`src/design/rke_pkg.sv`:
```
// Constants shared by the remote keyless entry body-control block.
// Assumes one 20 MHz system clock and a 1 ms timing tick derived from it.
package rke_pkg;

  // Clock and tick timing
  localparam int CLK_PERIOD_NS  = 50;
  localparam int TICK_PERIOD_NS = 1000000;
  localparam int TICK_CYCLES    = TICK_PERIOD_NS / CLK_PERIOD_NS;
  localparam int TICK_MS        = TICK_PERIOD_NS / 1000000;

  // Output timing, each in its own unit
  localparam int CHIRP_MS       = 50;
  localparam int FLASH_LONG_MS  = 1000;
  localparam int FLASH_SHORT_MS = 500;
  localparam int ACT_PULSE_MS   = 200;
  localparam int RELOCK_S       = 30;
  localparam int UNLOCK_FLASHES = 2;

  // Same timing as counts of ticks
  localparam int CHIRP_TICKS    = CHIRP_MS / TICK_MS;
  localparam int FLASH_LONG_TK  = FLASH_LONG_MS / TICK_MS;
  localparam int FLASH_SHORT_TK = FLASH_SHORT_MS / TICK_MS;
  localparam int ACT_TICKS      = ACT_PULSE_MS / TICK_MS;
  localparam int RELOCK_TICKS   = RELOCK_S * 1000 / TICK_MS;

  // Counter widths
  localparam int TMR_W = 17;
  localparam int HAZ_W = 11;

  // Register map (byte addresses)
  localparam logic [3:0] CTRL_OFF   = 4'h0;
  localparam logic [3:0] STATUS_OFF = 4'h4;

  // Control register fields and reset value
  localparam int         CTRL_EN_BIT     = 0;
  localparam int         CTRL_CENTER_BIT = 1;
  localparam logic [1:0] CTRL_RESET      = 2'h3;

  // Bus responses
  localparam logic [1:0] RESP_OKAY   = 2'h0;
  localparam logic [1:0] RESP_SLVERR = 2'h2;

  // Body-control sequence states
  typedef enum logic [3:0] {
    ST_IDLE   = 4'h1,
    ST_LOCK   = 4'h2,
    ST_WATCH  = 4'h4,
    ST_RELOCK = 4'h8
  } rke_state_e;

endpackage

```
`src/design/rke_ctrl.sv`:
```
// Remote keyless entry body control: lock/unlock relays, hazard, horn,
// room lamp, auto-relock timer, and an AXI4-Lite register slave.
// Assumes remote commands arrive as one-cycle pulses synchronous to aclk.
`timescale 1ns/1ps
module rke_ctrl
  import rke_pkg::*;
#(
  parameter int ADDR_W       = 4,
  parameter int TICK_DIV     = TICK_CYCLES,
  parameter int RELOCK_COUNT = RELOCK_TICKS
) (
  // Clock and reset
  input  wire logic              aclk,
  input  wire logic              aresetn,
  // AXI4-Lite write channels
  input  wire logic [ADDR_W-1:0] s_axi_awaddr,
  input  wire logic              s_axi_awvalid,
  output logic                   s_axi_awready,
  input  wire logic [31:0]       s_axi_wdata,
  input  wire logic [3:0]        s_axi_wstrb,
  input  wire logic              s_axi_wvalid,
  output logic                   s_axi_wready,
  output logic [1:0]             s_axi_bresp,
  output logic                   s_axi_bvalid,
  input  wire logic              s_axi_bready,
  // AXI4-Lite read channels
  input  wire logic [ADDR_W-1:0] s_axi_araddr,
  input  wire logic              s_axi_arvalid,
  output logic                   s_axi_arready,
  output logic [31:0]            s_axi_rdata,
  output logic [1:0]             s_axi_rresp,
  output logic                   s_axi_rvalid,
  input  wire logic              s_axi_rready,
  // Decoded remote commands
  input  wire logic              remote_lock_cmd,
  input  wire logic              remote_unlock_cmd,
  // Body switches
  input  wire logic              door_open,
  input  wire logic              hood_open,
  input  wire logic              tailgate_open,
  input  wire logic              key_present_switch,
  input  wire logic              ignition_line_one,
  input  wire logic              ignition_line_two,
  // Relay and lamp drives
  output logic                   lock_out,
  output logic                   unlock_out,
  output logic                   hazard_out,
  output logic                   horn_out,
  output logic                   room_lamp_out,
  output logic                   alarm_armed
);

  ////////////////////////////////////////////////////////////////////////////
  // Declarations
  localparam logic [TMR_W-1:0] RELOCK_LD = TMR_W'(RELOCK_COUNT);
  localparam logic [TMR_W-1:0] TMR_MAX   = '1;

  logic [31:0]       tick_cnt_reg;
  logic              tick_reg;
  rke_state_e        state_reg;
  logic [TMR_W-1:0]  relock_cnt_reg;
  logic [HAZ_W-1:0]  act_cnt_reg;
  logic [HAZ_W-1:0]  horn_cnt_reg;
  logic [HAZ_W-1:0]  haz_cnt_reg;
  logic [HAZ_W-1:0]  haz_len_reg;
  logic [1:0]        haz_left_reg;
  logic [1:0]        ctrl_reg;
  logic              aw_hold_reg;
  logic              w_hold_reg;
  logic [ADDR_W-1:0] awaddr_reg;
  logic [31:0]       wdata_reg;
  logic [3:0]        wstrb_reg;
  logic              any_open;
  logic              key_or_ign;
  logic              cmd_ok;
  logic              lock_acc;
  logic              unl_acc;
  logic              confirm;
  logic              close_evt;
  logic              relock_due;
  logic              horn_go;
  logic [TMR_W:0]    ext_sum;

  ////////////////////////////////////////////////////////////////////////////
  // Tick divider: one-cycle pulse every TICK_DIV clocks
  always_ff @(posedge aclk) begin
    if (!aresetn) begin
      tick_cnt_reg <= 32'h0;
      tick_reg     <= 1'b0;
    end else if (tick_cnt_reg == 32'(TICK_DIV - 1)) begin
      tick_cnt_reg <= 32'h0;
      tick_reg     <= 1'b1;
    end else begin
      tick_cnt_reg <= tick_cnt_reg + 32'h1;
      tick_reg     <= 1'b0;
    end
  end

  ////////////////////////////////////////////////////////////////////////////
  // Event decode; lock wins over unlock when both arrive together
  always_comb begin
    any_open   = door_open | hood_open | tailgate_open;
    key_or_ign = key_present_switch | ignition_line_one | ignition_line_two;
    cmd_ok     = ctrl_reg[CTRL_EN_BIT] & ~key_present_switch;
    lock_acc   = remote_lock_cmd & cmd_ok;
    unl_acc    = remote_unlock_cmd & ~remote_lock_cmd & cmd_ok;
    confirm    = (state_reg == ST_LOCK) & ~lock_out & ~lock_acc & ~unl_acc;
    close_evt  = (state_reg == ST_WATCH) & ~any_open & ~lock_acc & ~unl_acc;
    relock_due = (state_reg == ST_RELOCK) & ~door_open & ~key_or_ign & ~lock_acc
                 & ~unl_acc & tick_reg & (relock_cnt_reg == TMR_W'(1));
    horn_go    = confirm | close_evt | relock_due;
    ext_sum    = {1'b0, relock_cnt_reg} + {1'b0, RELOCK_LD};
  end

  ////////////////////////////////////////////////////////////////////////////
  // Sequence state, relock timer, room lamp and alarm arming
  always_ff @(posedge aclk) begin
    if (!aresetn) begin
      state_reg      <= ST_IDLE;
      relock_cnt_reg <= '0;
      room_lamp_out  <= 1'b0;
      alarm_armed    <= 1'b0;
    end else if (lock_acc) begin
      state_reg      <= any_open ? ST_WATCH : ST_LOCK;
      relock_cnt_reg <= '0;
      room_lamp_out  <= 1'b0;
    end else if (unl_acc) begin
      state_reg     <= ST_RELOCK;
      alarm_armed   <= 1'b0;
      room_lamp_out <= ctrl_reg[CTRL_CENTER_BIT];
      if (state_reg == ST_RELOCK) begin
        // Saturate so that many presses cannot wrap to a short window
        relock_cnt_reg <= ext_sum[TMR_W] ? TMR_MAX : ext_sum[TMR_W-1:0];
      end else begin
        relock_cnt_reg <= RELOCK_LD;
      end
    end else begin
      unique case (state_reg)
        ST_IDLE: begin
          state_reg <= ST_IDLE;
        end
        ST_LOCK: begin
          if (confirm) begin
            state_reg   <= ST_IDLE;
            alarm_armed <= 1'b1;
          end
        end
        ST_WATCH: begin
          if (close_evt) begin
            state_reg   <= ST_IDLE;
            alarm_armed <= 1'b1;
          end
        end
        ST_RELOCK: begin
          if (key_or_ign || door_open) begin
            state_reg      <= ST_IDLE;
            relock_cnt_reg <= '0;
            room_lamp_out  <= 1'b0;
          end else if (relock_due) begin
            state_reg      <= ST_IDLE;
            relock_cnt_reg <= '0;
            room_lamp_out  <= 1'b0;
            alarm_armed    <= 1'b1;
          end else if (tick_reg) begin
            relock_cnt_reg <= relock_cnt_reg - TMR_W'(1);
          end
        end
        default: begin
          state_reg <= ST_IDLE;
        end
      endcase
    end
  end

  ////////////////////////////////////////////////////////////////////////////
  // Lock and unlock relays: fixed-length pulse, new command restarts it
  always_ff @(posedge aclk) begin
    if (!aresetn) begin
      lock_out    <= 1'b0;
      unlock_out  <= 1'b0;
      act_cnt_reg <= '0;
    end else if (lock_acc || relock_due) begin
      lock_out    <= 1'b1;
      unlock_out  <= 1'b0;
      act_cnt_reg <= HAZ_W'(ACT_TICKS);
    end else if (unl_acc) begin
      lock_out    <= 1'b0;
      unlock_out  <= 1'b1;
      act_cnt_reg <= HAZ_W'(ACT_TICKS);
    end else if (tick_reg && act_cnt_reg != '0) begin
      act_cnt_reg <= act_cnt_reg - HAZ_W'(1);
      if (act_cnt_reg == HAZ_W'(1)) begin
        lock_out   <= 1'b0;
        unlock_out <= 1'b0;
      end
    end
  end

  ////////////////////////////////////////////////////////////////////////////
  // Horn chirp; a fresh lock silences any chirp still running
  always_ff @(posedge aclk) begin
    if (!aresetn) begin
      horn_out     <= 1'b0;
      horn_cnt_reg <= '0;
    end else if (lock_acc) begin
      horn_out     <= 1'b0;
      horn_cnt_reg <= '0;
    end else if (horn_go) begin
      horn_out     <= 1'b1;
      horn_cnt_reg <= HAZ_W'(CHIRP_TICKS);
    end else if (tick_reg && horn_cnt_reg != '0) begin
      horn_cnt_reg <= horn_cnt_reg - HAZ_W'(1);
      if (horn_cnt_reg == HAZ_W'(1)) begin
        horn_out <= 1'b0;
      end
    end
  end

  ////////////////////////////////////////////////////////////////////////////
  // Hazard flasher: on and off phases of equal length, haz_left more flashes
  always_ff @(posedge aclk) begin
    if (!aresetn) begin
      hazard_out   <= 1'b0;
      haz_cnt_reg  <= '0;
      haz_len_reg  <= '0;
      haz_left_reg <= '0;
    end else if (lock_acc) begin
      hazard_out   <= 1'b0;
      haz_cnt_reg  <= '0;
      haz_left_reg <= '0;
    end else if (unl_acc) begin
      hazard_out   <= 1'b1;
      haz_cnt_reg  <= HAZ_W'(FLASH_SHORT_TK);
      haz_len_reg  <= HAZ_W'(FLASH_SHORT_TK);
      haz_left_reg <= 2'(UNLOCK_FLASHES - 1);
    end else if (confirm || close_evt) begin
      hazard_out   <= 1'b1;
      haz_cnt_reg  <= confirm ? HAZ_W'(FLASH_LONG_TK) : HAZ_W'(CHIRP_TICKS);
      haz_len_reg  <= confirm ? HAZ_W'(FLASH_LONG_TK) : HAZ_W'(CHIRP_TICKS);
      haz_left_reg <= 2'h0;
    end else if (tick_reg && haz_cnt_reg != '0) begin
      haz_cnt_reg <= haz_cnt_reg - HAZ_W'(1);
      if (haz_cnt_reg == HAZ_W'(1)) begin
        if (hazard_out) begin
          hazard_out  <= 1'b0;
          haz_cnt_reg <= (haz_left_reg != 2'h0) ? haz_len_reg : HAZ_W'(0);
        end else begin
          hazard_out   <= 1'b1;
          haz_left_reg <= haz_left_reg - 2'h1;
          haz_cnt_reg  <= haz_len_reg;
        end
      end
    end
  end

  ////////////////////////////////////////////////////////////////////////////
  // AXI4-Lite write: address and data taken in either order, then response
  assign s_axi_awready = ~aw_hold_reg & ~s_axi_bvalid;
  assign s_axi_wready  = ~w_hold_reg & ~s_axi_bvalid;

  always_ff @(posedge aclk) begin
    if (!aresetn) begin
      aw_hold_reg  <= 1'b0;
      w_hold_reg   <= 1'b0;
      awaddr_reg   <= '0;
      wdata_reg    <= 32'h0;
      wstrb_reg    <= 4'h0;
      ctrl_reg     <= CTRL_RESET;
      s_axi_bvalid <= 1'b0;
      s_axi_bresp  <= RESP_OKAY;
    end else begin
      if (s_axi_awvalid && s_axi_awready) begin
        aw_hold_reg <= 1'b1;
        awaddr_reg  <= s_axi_awaddr;
      end
      if (s_axi_wvalid && s_axi_wready) begin
        w_hold_reg <= 1'b1;
        wdata_reg  <= s_axi_wdata;
        wstrb_reg  <= s_axi_wstrb;
      end
      if (aw_hold_reg && w_hold_reg) begin
        aw_hold_reg  <= 1'b0;
        w_hold_reg   <= 1'b0;
        s_axi_bvalid <= 1'b1;
        // Status is read-only, so a write there is refused like a hole
        if (awaddr_reg[ADDR_W-1:2] == CTRL_OFF[3:2]) begin
          s_axi_bresp <= RESP_OKAY;
          if (wstrb_reg[0]) begin
            ctrl_reg <= wdata_reg[1:0];
          end
        end else begin
          s_axi_bresp <= RESP_SLVERR;
        end
      end else if (s_axi_bvalid && s_axi_bready) begin
        s_axi_bvalid <= 1'b0;
      end
    end
  end

  ////////////////////////////////////////////////////////////////////////////
  // AXI4-Lite read: one-cycle answer after the address is taken
  assign s_axi_arready = ~s_axi_rvalid;

  always_ff @(posedge aclk) begin
    if (!aresetn) begin
      s_axi_rvalid <= 1'b0;
      s_axi_rdata  <= 32'h0;
      s_axi_rresp  <= RESP_OKAY;
    end else if (s_axi_arvalid && s_axi_arready) begin
      s_axi_rvalid <= 1'b1;
      s_axi_rresp  <= RESP_OKAY;
      unique case (s_axi_araddr[ADDR_W-1:2])
        CTRL_OFF[3:2]:   s_axi_rdata <= {30'h0, ctrl_reg};
        STATUS_OFF[3:2]: s_axi_rdata <= {22'h0, alarm_armed, room_lamp_out, horn_out,
                                         hazard_out, unlock_out, lock_out, state_reg};
        default: begin
          s_axi_rdata <= 32'h0;
          s_axi_rresp <= RESP_SLVERR;
        end
      endcase
    end else if (s_axi_rvalid && s_axi_rready) begin
      s_axi_rvalid <= 1'b0;
    end
  end

  ////////////////////////////////////////////////////////////////////////////
  // Checks: helper counts ticks while the horn sounds
  logic [HAZ_W-1:0] horn_ticks_reg;
  always_ff @(posedge aclk) begin
    if (!aresetn || horn_go || !horn_out) begin
      horn_ticks_reg <= '0;
    end else if (tick_reg) begin
      horn_ticks_reg <= horn_ticks_reg + HAZ_W'(1);
    end
  end
endmodule

```
`config.mk`:
```
export PLATFORM = sky130hd
export DESIGN_NAME = rke_ctrl
export DESIGN_NICKNAME = d
export VERILOG_FILES = /design/src/design/rke_pkg.sv /design/src/design/rke_ctrl.sv
export SDC_FILE = /design/constraint.sdc
export NUM_CORES = 1
export LEC_CHECK = 0
export BUFFER_PORTS_ARGS = -buffer_cell sky130_fd_sc_hd__buf_4
export CAP_MARGIN = 20
export CORE_MARGIN = 4
export CORE_UTILIZATION = 27
export CTS_CLUSTER_DIAMETER = 50
export DETAILED_ROUTE_END_ITERATION = 12
export SLEW_MARGIN = 30
export SYNTH_ARGS = -nofsm -noshare
export SYNTH_HDL_FRONTEND = slang
export SYNTH_SLANG_ARGS = --single-unit
export TNS_END_PERCENT = 10
```
`constraint.sdc`:
```
create_clock -name aclk -period 2.3 [get_ports aclk]
set_input_delay 0.115 -clock aclk [delete_from_list [all_inputs] [get_ports aclk]]
set_output_delay 0.115 -clock aclk [all_outputs]
set_load 0.03 [all_outputs]
```
==> Yosys cells after proc, flatten, opt, wreduce, memory -nomap -nowiden <==
Cells that the tools add are included.
{ "totals": {"reg_bits": 155, "input_bits": 59, "wordCells": 212} }
{ "op_classes": {"addsub": 7, "n_eq_ne": 17, "muxes": 65, "bitwise_logic": 38, "n_reduce_logical": 55} }
{ "ops": {"columns": ["operator", "count"], "rows": [
  ["$mux 17", 7],
  ["$mux 11", 7],
  ["$eq 11x1->1 const B", 3],
  ["$reduce_bool 11->1", 3],
  ["$sub 11x1->11 const B", 3],
  ["$add 32x1->32 const B", 1],
  ["$eq 32x15->1 const B", 1],
  ["$mux 1", 32],
  ["$mux 4", 6],
  ["$mux 8", 3],
  ["$pmux 10 s2", 1],
  ["$reduce_bool 2->1", 10],
  ["$add 17x15->18 const B", 1],
  ["$and 1x1->1", 18],
  ["$eq 17x1->1 const B", 1],
  ["$sub 17x1->17 const B", 1],
  ["$reduce_bool 3->1", 5],
  ["$not 1->1", 14],
  ["$reduce_and 2->1", 7],
  ["$mux 6", 2],
  ["$ne 3x3->1 const B", 4],
  ["$pmux 4 s3", 1],
  ["$reduce_and 3->1", 4],
  ["$mux 10", 1],
  ["other kinds (21)", 46]
]} }

==> Logic depth before layout (Yosys ltp) <==
{ "depth": {"ltp_word": 13, "mapped_depth": 9, "ltp_nobuf": 8} }

==> Worst setup path after synthesis <==
No wires, ideal clock.
{ "synth_timing": {"path_kind": "reg2reg", "from": "reg relock_cnt_reg[4]", "to": "reg horn_cnt_reg[2]", "setup_time_ps": 91, "t_arrival_ps": 1917, "t_required_ps": 2209, "slack_ps": 292, "path_stages_with_launch": 9, "path_buffers": 1, "synth_period_minus_slack_ps": 2008, "cell_sequence": "dfxtp_1 > inv_1 > ha_1 > and4b_1 > nand4_1 > nor3_1 > or3_1 > clkbuf_1 > a311oi_1"} }
{ "synth_between": {"elab_chain_len": 4} }
{ "synth_lines": {"columns": ["element", "line", "text"], "rows": [
  ["start: declaration", "rke_ctrl.sv:61", "logic [TMR_W-1:0] relock_cnt_reg;"],
  ["start signal: assignment", "rke_ctrl.sv:133", "relock_cnt_reg <= ext_sum[TMR_W] ? TMR_MAX : ext_sum[TMR_W-1:0];"],
  ["start signal: assignment", "rke_ctrl.sv:165", "relock_cnt_reg <= relock_cnt_reg - TMR_W'(1);"],
  ["$eq 17x1->1", "rke_ctrl.sv:110", "& ~unl_acc & tick_reg & (relock_cnt_reg == TMR_W'(1));"],
  ["$and 1x1->1", "rke_ctrl.sv:110", null],
  ["$or 1x1->1", "rke_ctrl.sv:111", "horn_go = confirm | close_evt | relock_due;"],
  ["$reduce_or 3->1 (no line)", null, null],
  ["end signal: assignment", "rke_ctrl.sv:210", "horn_cnt_reg <= HAZ_W'(CHIRP_TICKS);"],
  ["end signal: assignment", "rke_ctrl.sv:212", "horn_cnt_reg <= horn_cnt_reg - HAZ_W'(1);"],
  ["end: declaration", "rke_ctrl.sv:63", "logic [HAZ_W-1:0] horn_cnt_reg;"]
]} }
Every way passes these cells.
A chain may end at the register's enable or synchronous reset.

==> Final worst setup path <==
{ "layout_timing": {"from": "reg state_reg[2]", "to": "reg haz_cnt_reg[2]"} }
{ "layout_between": {"elab_chain_len": 7} }
{ "layout_lines": {"columns": ["element", "line", "text"], "rows": [
  ["start: declaration", "rke_ctrl.sv:60", "rke_state_e state_reg;"],
  ["start signal: assignment", "rke_ctrl.sv:124", "state_reg <= any_open ? ST_WATCH : ST_LOCK;"],
  ["$eq 4x2->1 / $eq 4x3->1 (equally long branches)", "rke_ctrl.sv:107, rke_ctrl.sv:108", null],
  ["$and 1x1->1 (on tied branches) (3 in series)", "rke_ctrl.sv:107, rke_ctrl.sv:108", null],
  ["$logic_or 1x1->1 (*)", "rke_ctrl.sv:236", "end else if (confirm || close_evt) begin"],
  ["$mux 11", "rke_ctrl.sv:236", null],
  ["$mux 9", "rke_ctrl.sv:231", "end else if (unl_acc) begin"],
  ["end signal: assignment", "rke_ctrl.sv:233", "haz_cnt_reg <= HAZ_W'(FLASH_SHORT_TK);"],
  ["end signal: assignment", "rke_ctrl.sv:238", "haz_cnt_reg <= confirm ? HAZ_W'(FLASH_LONG_TK) : HAZ_W'(CHIRP_TICKS);"],
  ["end signal: assignment", "rke_ctrl.sv:242", "haz_cnt_reg <= haz_cnt_reg - HAZ_W'(1);"],
  ["end: declaration", "rke_ctrl.sv:64", "logic [HAZ_W-1:0] haz_cnt_reg;"]
]} }
Every way passes the cells marked *; elsewhere a longest branch is shown, timed or not.

==> flow_metrics.tcl <==
set metrics [dict create \
    cts_buffers 17 \
    area_growth_pct 25.3 \
    wirelength_mm 17.3 \
    cts_root_buf "clkbuf_16" \
    worst_slack_ns 0.165 \
    track_usage_pct 13.0 \
    path_clk_slew_ns 0.06 \
    report.final.slew_viol_count 0 \
    dieWidth_um 164 \
    clkLatencyLatePin_ns 0.42 \
    synth_fa_ha_area_share_pct 2.29 \
    antenna_found_initial 0 \
    clkPwrFrac_pct 49.0 \
    port_buffers 44 \
    internal_power_uw 4060 \
    grt_pass1_vias 5721 \
    synthSimpleGateAreaFrac_pct 27.5 \
    first_iter_violations 346 \
    grt_pass1_wl_mm 28.3 \
    yosys_warnings 0 \
    power_switching_uw 1450 \
    cp.required_ns 2.60 \
    power.total_uw 5510 \
    cellPowerDensity_nw_per_um2 672 \
    ys_seq_elements 124 \
    synthXorXnorAreaFrac_pct 7.23 \
    dp_cells 1198 \
    instances_no_fill 1240 \
    seqPwrFrac_pct 40.7 \
    netlist_instances 820 \
    vias 6021 \
    gp_congestion 0.808 \
    drive_gt1_share_pct 16.6 \
    crit_fanout 8 \
    fin_worst_skew_ns 0.0103 \
    drc 0 \
    status "finished clean" \
    hp-class "input pin to flip-flop" \
    largest_reg_flops 32 \
    setup_violations 0 \
    hpwlAfterDp_mm 12.6 \
    wl_per_cell_um 13.9 \
    tightest_slew_ns 0.813 \
    initial_core_util_pct 27.6 \
    netSwitchingFraction_pct 26.4 \
    final.min_clock_period_ns 2.13 \
    synth_edf_count 0 \
    fin_crit_sh_pct 92.8 \
    synth-main-ff-cell "dfxtp_1" \
    async_flop_share_pct 0 \
    path_class "flip-flop to flip-flop" \
    dp_slack_ns 0.148 \
    cts_max_level 4 \
    max_slew_margin_pct 45.6 \
    grt_remaining_overflow 0 \
    irDropWorstVdd_uv 429 \
    synth_top_family_by_area "simple AND/OR/NAND/NOR gates" \
    post_cts_buffers 0 \
    hold_viol 0 \
    yosysSeqAreaShare_pct 37.9 \
    synth.area.mux_share_pct 1.99 \
    p_comb_share_pct 10.3 \
    synth_compound_area_share_pct 16.5 \
    grt_max_degree 35 \
    postRouteAntennaNets 0 \
    cts_tree "built" \
    synth_cell_types 69 \
    drt_pass1_iterations 5 \
    p_leak_uw 0.00310 \
    rsz0062_at_grt "no" \
    fillers 2523 \
    n_antenna_cell 0 \
    cts.sink_count 124 \
    worstPathArrival_ns 2.43 \
    start_kind "flip-flop" \
    vias_per_cell 4.86 \
    nNetsFinal 979 \
    io_pins 106 \
    coreArea_um2 23700 \
    maxCapViolations 0 \
    die_area_um2 26800 \
    syn-cell-area_um2 6540 \
    clockBufferDepth 2 \
    worst_setup_path_end_kind "flip-flop" \
    die_h_um 164 \
    fmax_ghz 0.468 \
    rows 56 \
    finalSetupTns_ns 0 \
    syn_area_per_cell_um2 7.98 \
]
## layout by cell type (no fill, tap or decap), types with 10 or more instances in the layout
cell	netlist	layout
o211ai_1	10	10
clkbuf_16	0	17
a21oi_1	64	64
o21ai_0	35	35
nand3_1	26	26
a31oi_1	13	13
xnor2_1	23	23
ha_1	12	12
conb_1	1	24
xor2_1	31	31
dfxtp_1	124	124
nand2_1	54	54
nor3_1	30	30
dlygate4sd3_1	0	10
a22oi_1	11	11
inv_1	25	25
buf_4	24	96
nor4_1	15	14
nor2_1	135	135
mux2i_1	13	13
nand4_1	22	22
## worst paths after layout
| check | startpoint | to | slack [ns] | cells after the start |
|---|---|---|---|---|
| max reg2reg | state_reg[2]$_SDFFE_PN0P_ | haz_cnt_reg[2]$_SDFFE_PP0P_ | 0.17 | 7 |
| max | state_reg[2]$_SDFFE_PN0P_ | haz_cnt_reg[2]$_SDFFE_PP0P_ | 0.17 | 7 |
| min | s_axi_awvalid | aw_hold_reg$_SDFFE_PP0P_ | 0.14 | 4 |
| min reg2reg | haz_len_reg[8]$_SDFFE_PN0P_ | haz_len_reg[8]$_SDFFE_PN0P_ | 0.46 | 2 |
## metal layers
| metal | GRT usage (%) | share of wire (%) | up-vias |
|---|---|---|---|
| li1 | - | - | 3048 |
| met1 | 17.5 | 49 | 2836 |
| met2 | 20.7 | 45 | 123 |
| met3 | 3.36 | 5.1 | 14 |
| met4 | 3.62 | 0.87 | 0 |
| met5 | 0 | 0 | - |
## repair_timing
action / in CTS / in global routing
setup endpoints to repair: 0 / 9
hold buffers: 10 / 0
resized for setup: 0 / 5
hold endpoints to repair: 12 / 0
## critical path, stage by stage, from the launching register on
cell	delay [ns]
dfxtp_1	0.35
buf_4	0.16
nor4b_1	0.50
a31oi_1	0.43
nand2_1	0.25
nor2_1	0.08
nor3_1	0.18
nor3_1	0.07
## kinds of logic (layout without fill, tap and decap cells)
family / after synthesis / count (layout)
AO/OA/AOI/OAI: 174 / 174
XOR/XNOR: 54 / 54
adder cells (fa/ha/maj): 12 / 12
buffers and inverters: 88 / 166
flip-flops: 124 / 124
multiplexers: 13 / 13
other: 1 / 24
AND/OR/NAND/NOR: 354 / 354
## area by class of cell
cell class              count  area, um^2  share of cell area, %
clock buffers              18         439                   5.36
clock inverters            14         158                   1.92
inverters                  26        97.6                   1.19
multi-input cells         631        3760                   45.9
flip-flops and latches    124        2480                   30.3
well taps                 319         399                   4.87
repair buffers            108         861                   10.5
## Yosys cell counts (all sizes together) (2+ instances only)
master / number / area share, %
xnor2: 23 / 3.1
nand2b: 7 / 0.67
o21ai: 36 / 2.8
a22oi: 11 / 1.3
dfxtp: 124 / 38
nand3: 26 / 2.0
or4: 10 / 1.2
o22ai: 2 / 0.19
o211ai: 10 / 1.1
buf: 29 / 3.1
nor2: 135 / 7.7
nand2: 55 / 3.2
mux2i: 13 / 2.0
nor2b: 9 / 0.86
and3: 5 / 0.48
inv: 25 / 1.4
o221ai: 3 / 0.40
xor2: 31 / 4.1
or2: 4 / 0.38
a21oi: 64 / 4.9
nand4: 23 / 2.3
nor3: 31 / 2.5
nor4: 18 / 2.1
a31oi: 13 / 1.2
nor3b: 4 / 0.46
nor4b: 4 / 0.76
clkbuf: 33 / 1.9
a21o: 2 / 0.23
a21boi: 5 / 0.57
and2: 5 / 0.48
o221a: 2 / 0.34
ha: 12 / 2.3
nand4b: 3 / 0.40
o31a: 2 / 0.27
a211oi: 4 / 0.46
and4: 3 / 0.40
or3: 6 / 0.57
o31ai: 7 / 0.88
## metrics by stage
step                util, %  hold WS, ns  instance area [um^2]
floorplan                 -        0.215                  6630
global placement       31.6        0.303                  7480
detailed placement     31.6        0.312                  7480
CTS                    34.5        0.133                  8180
global route           34.6        0.167                  8200
finish                 34.6        0.141                  8200
## power by group through the flow
stage | sequential [uW] | clock, uW | combinational (uW)
floorplan | 2300 | 0 | 378
detailed placement | 2290 | 0 | 545
finish | 2250 | 2700 | 567
global route | 2250 | 2860 | 626
CTS | 2240 | 2750 | 563
global placement | 2290 | 0 | 543
No activity file was read; power rests on OpenSTA's default activity.
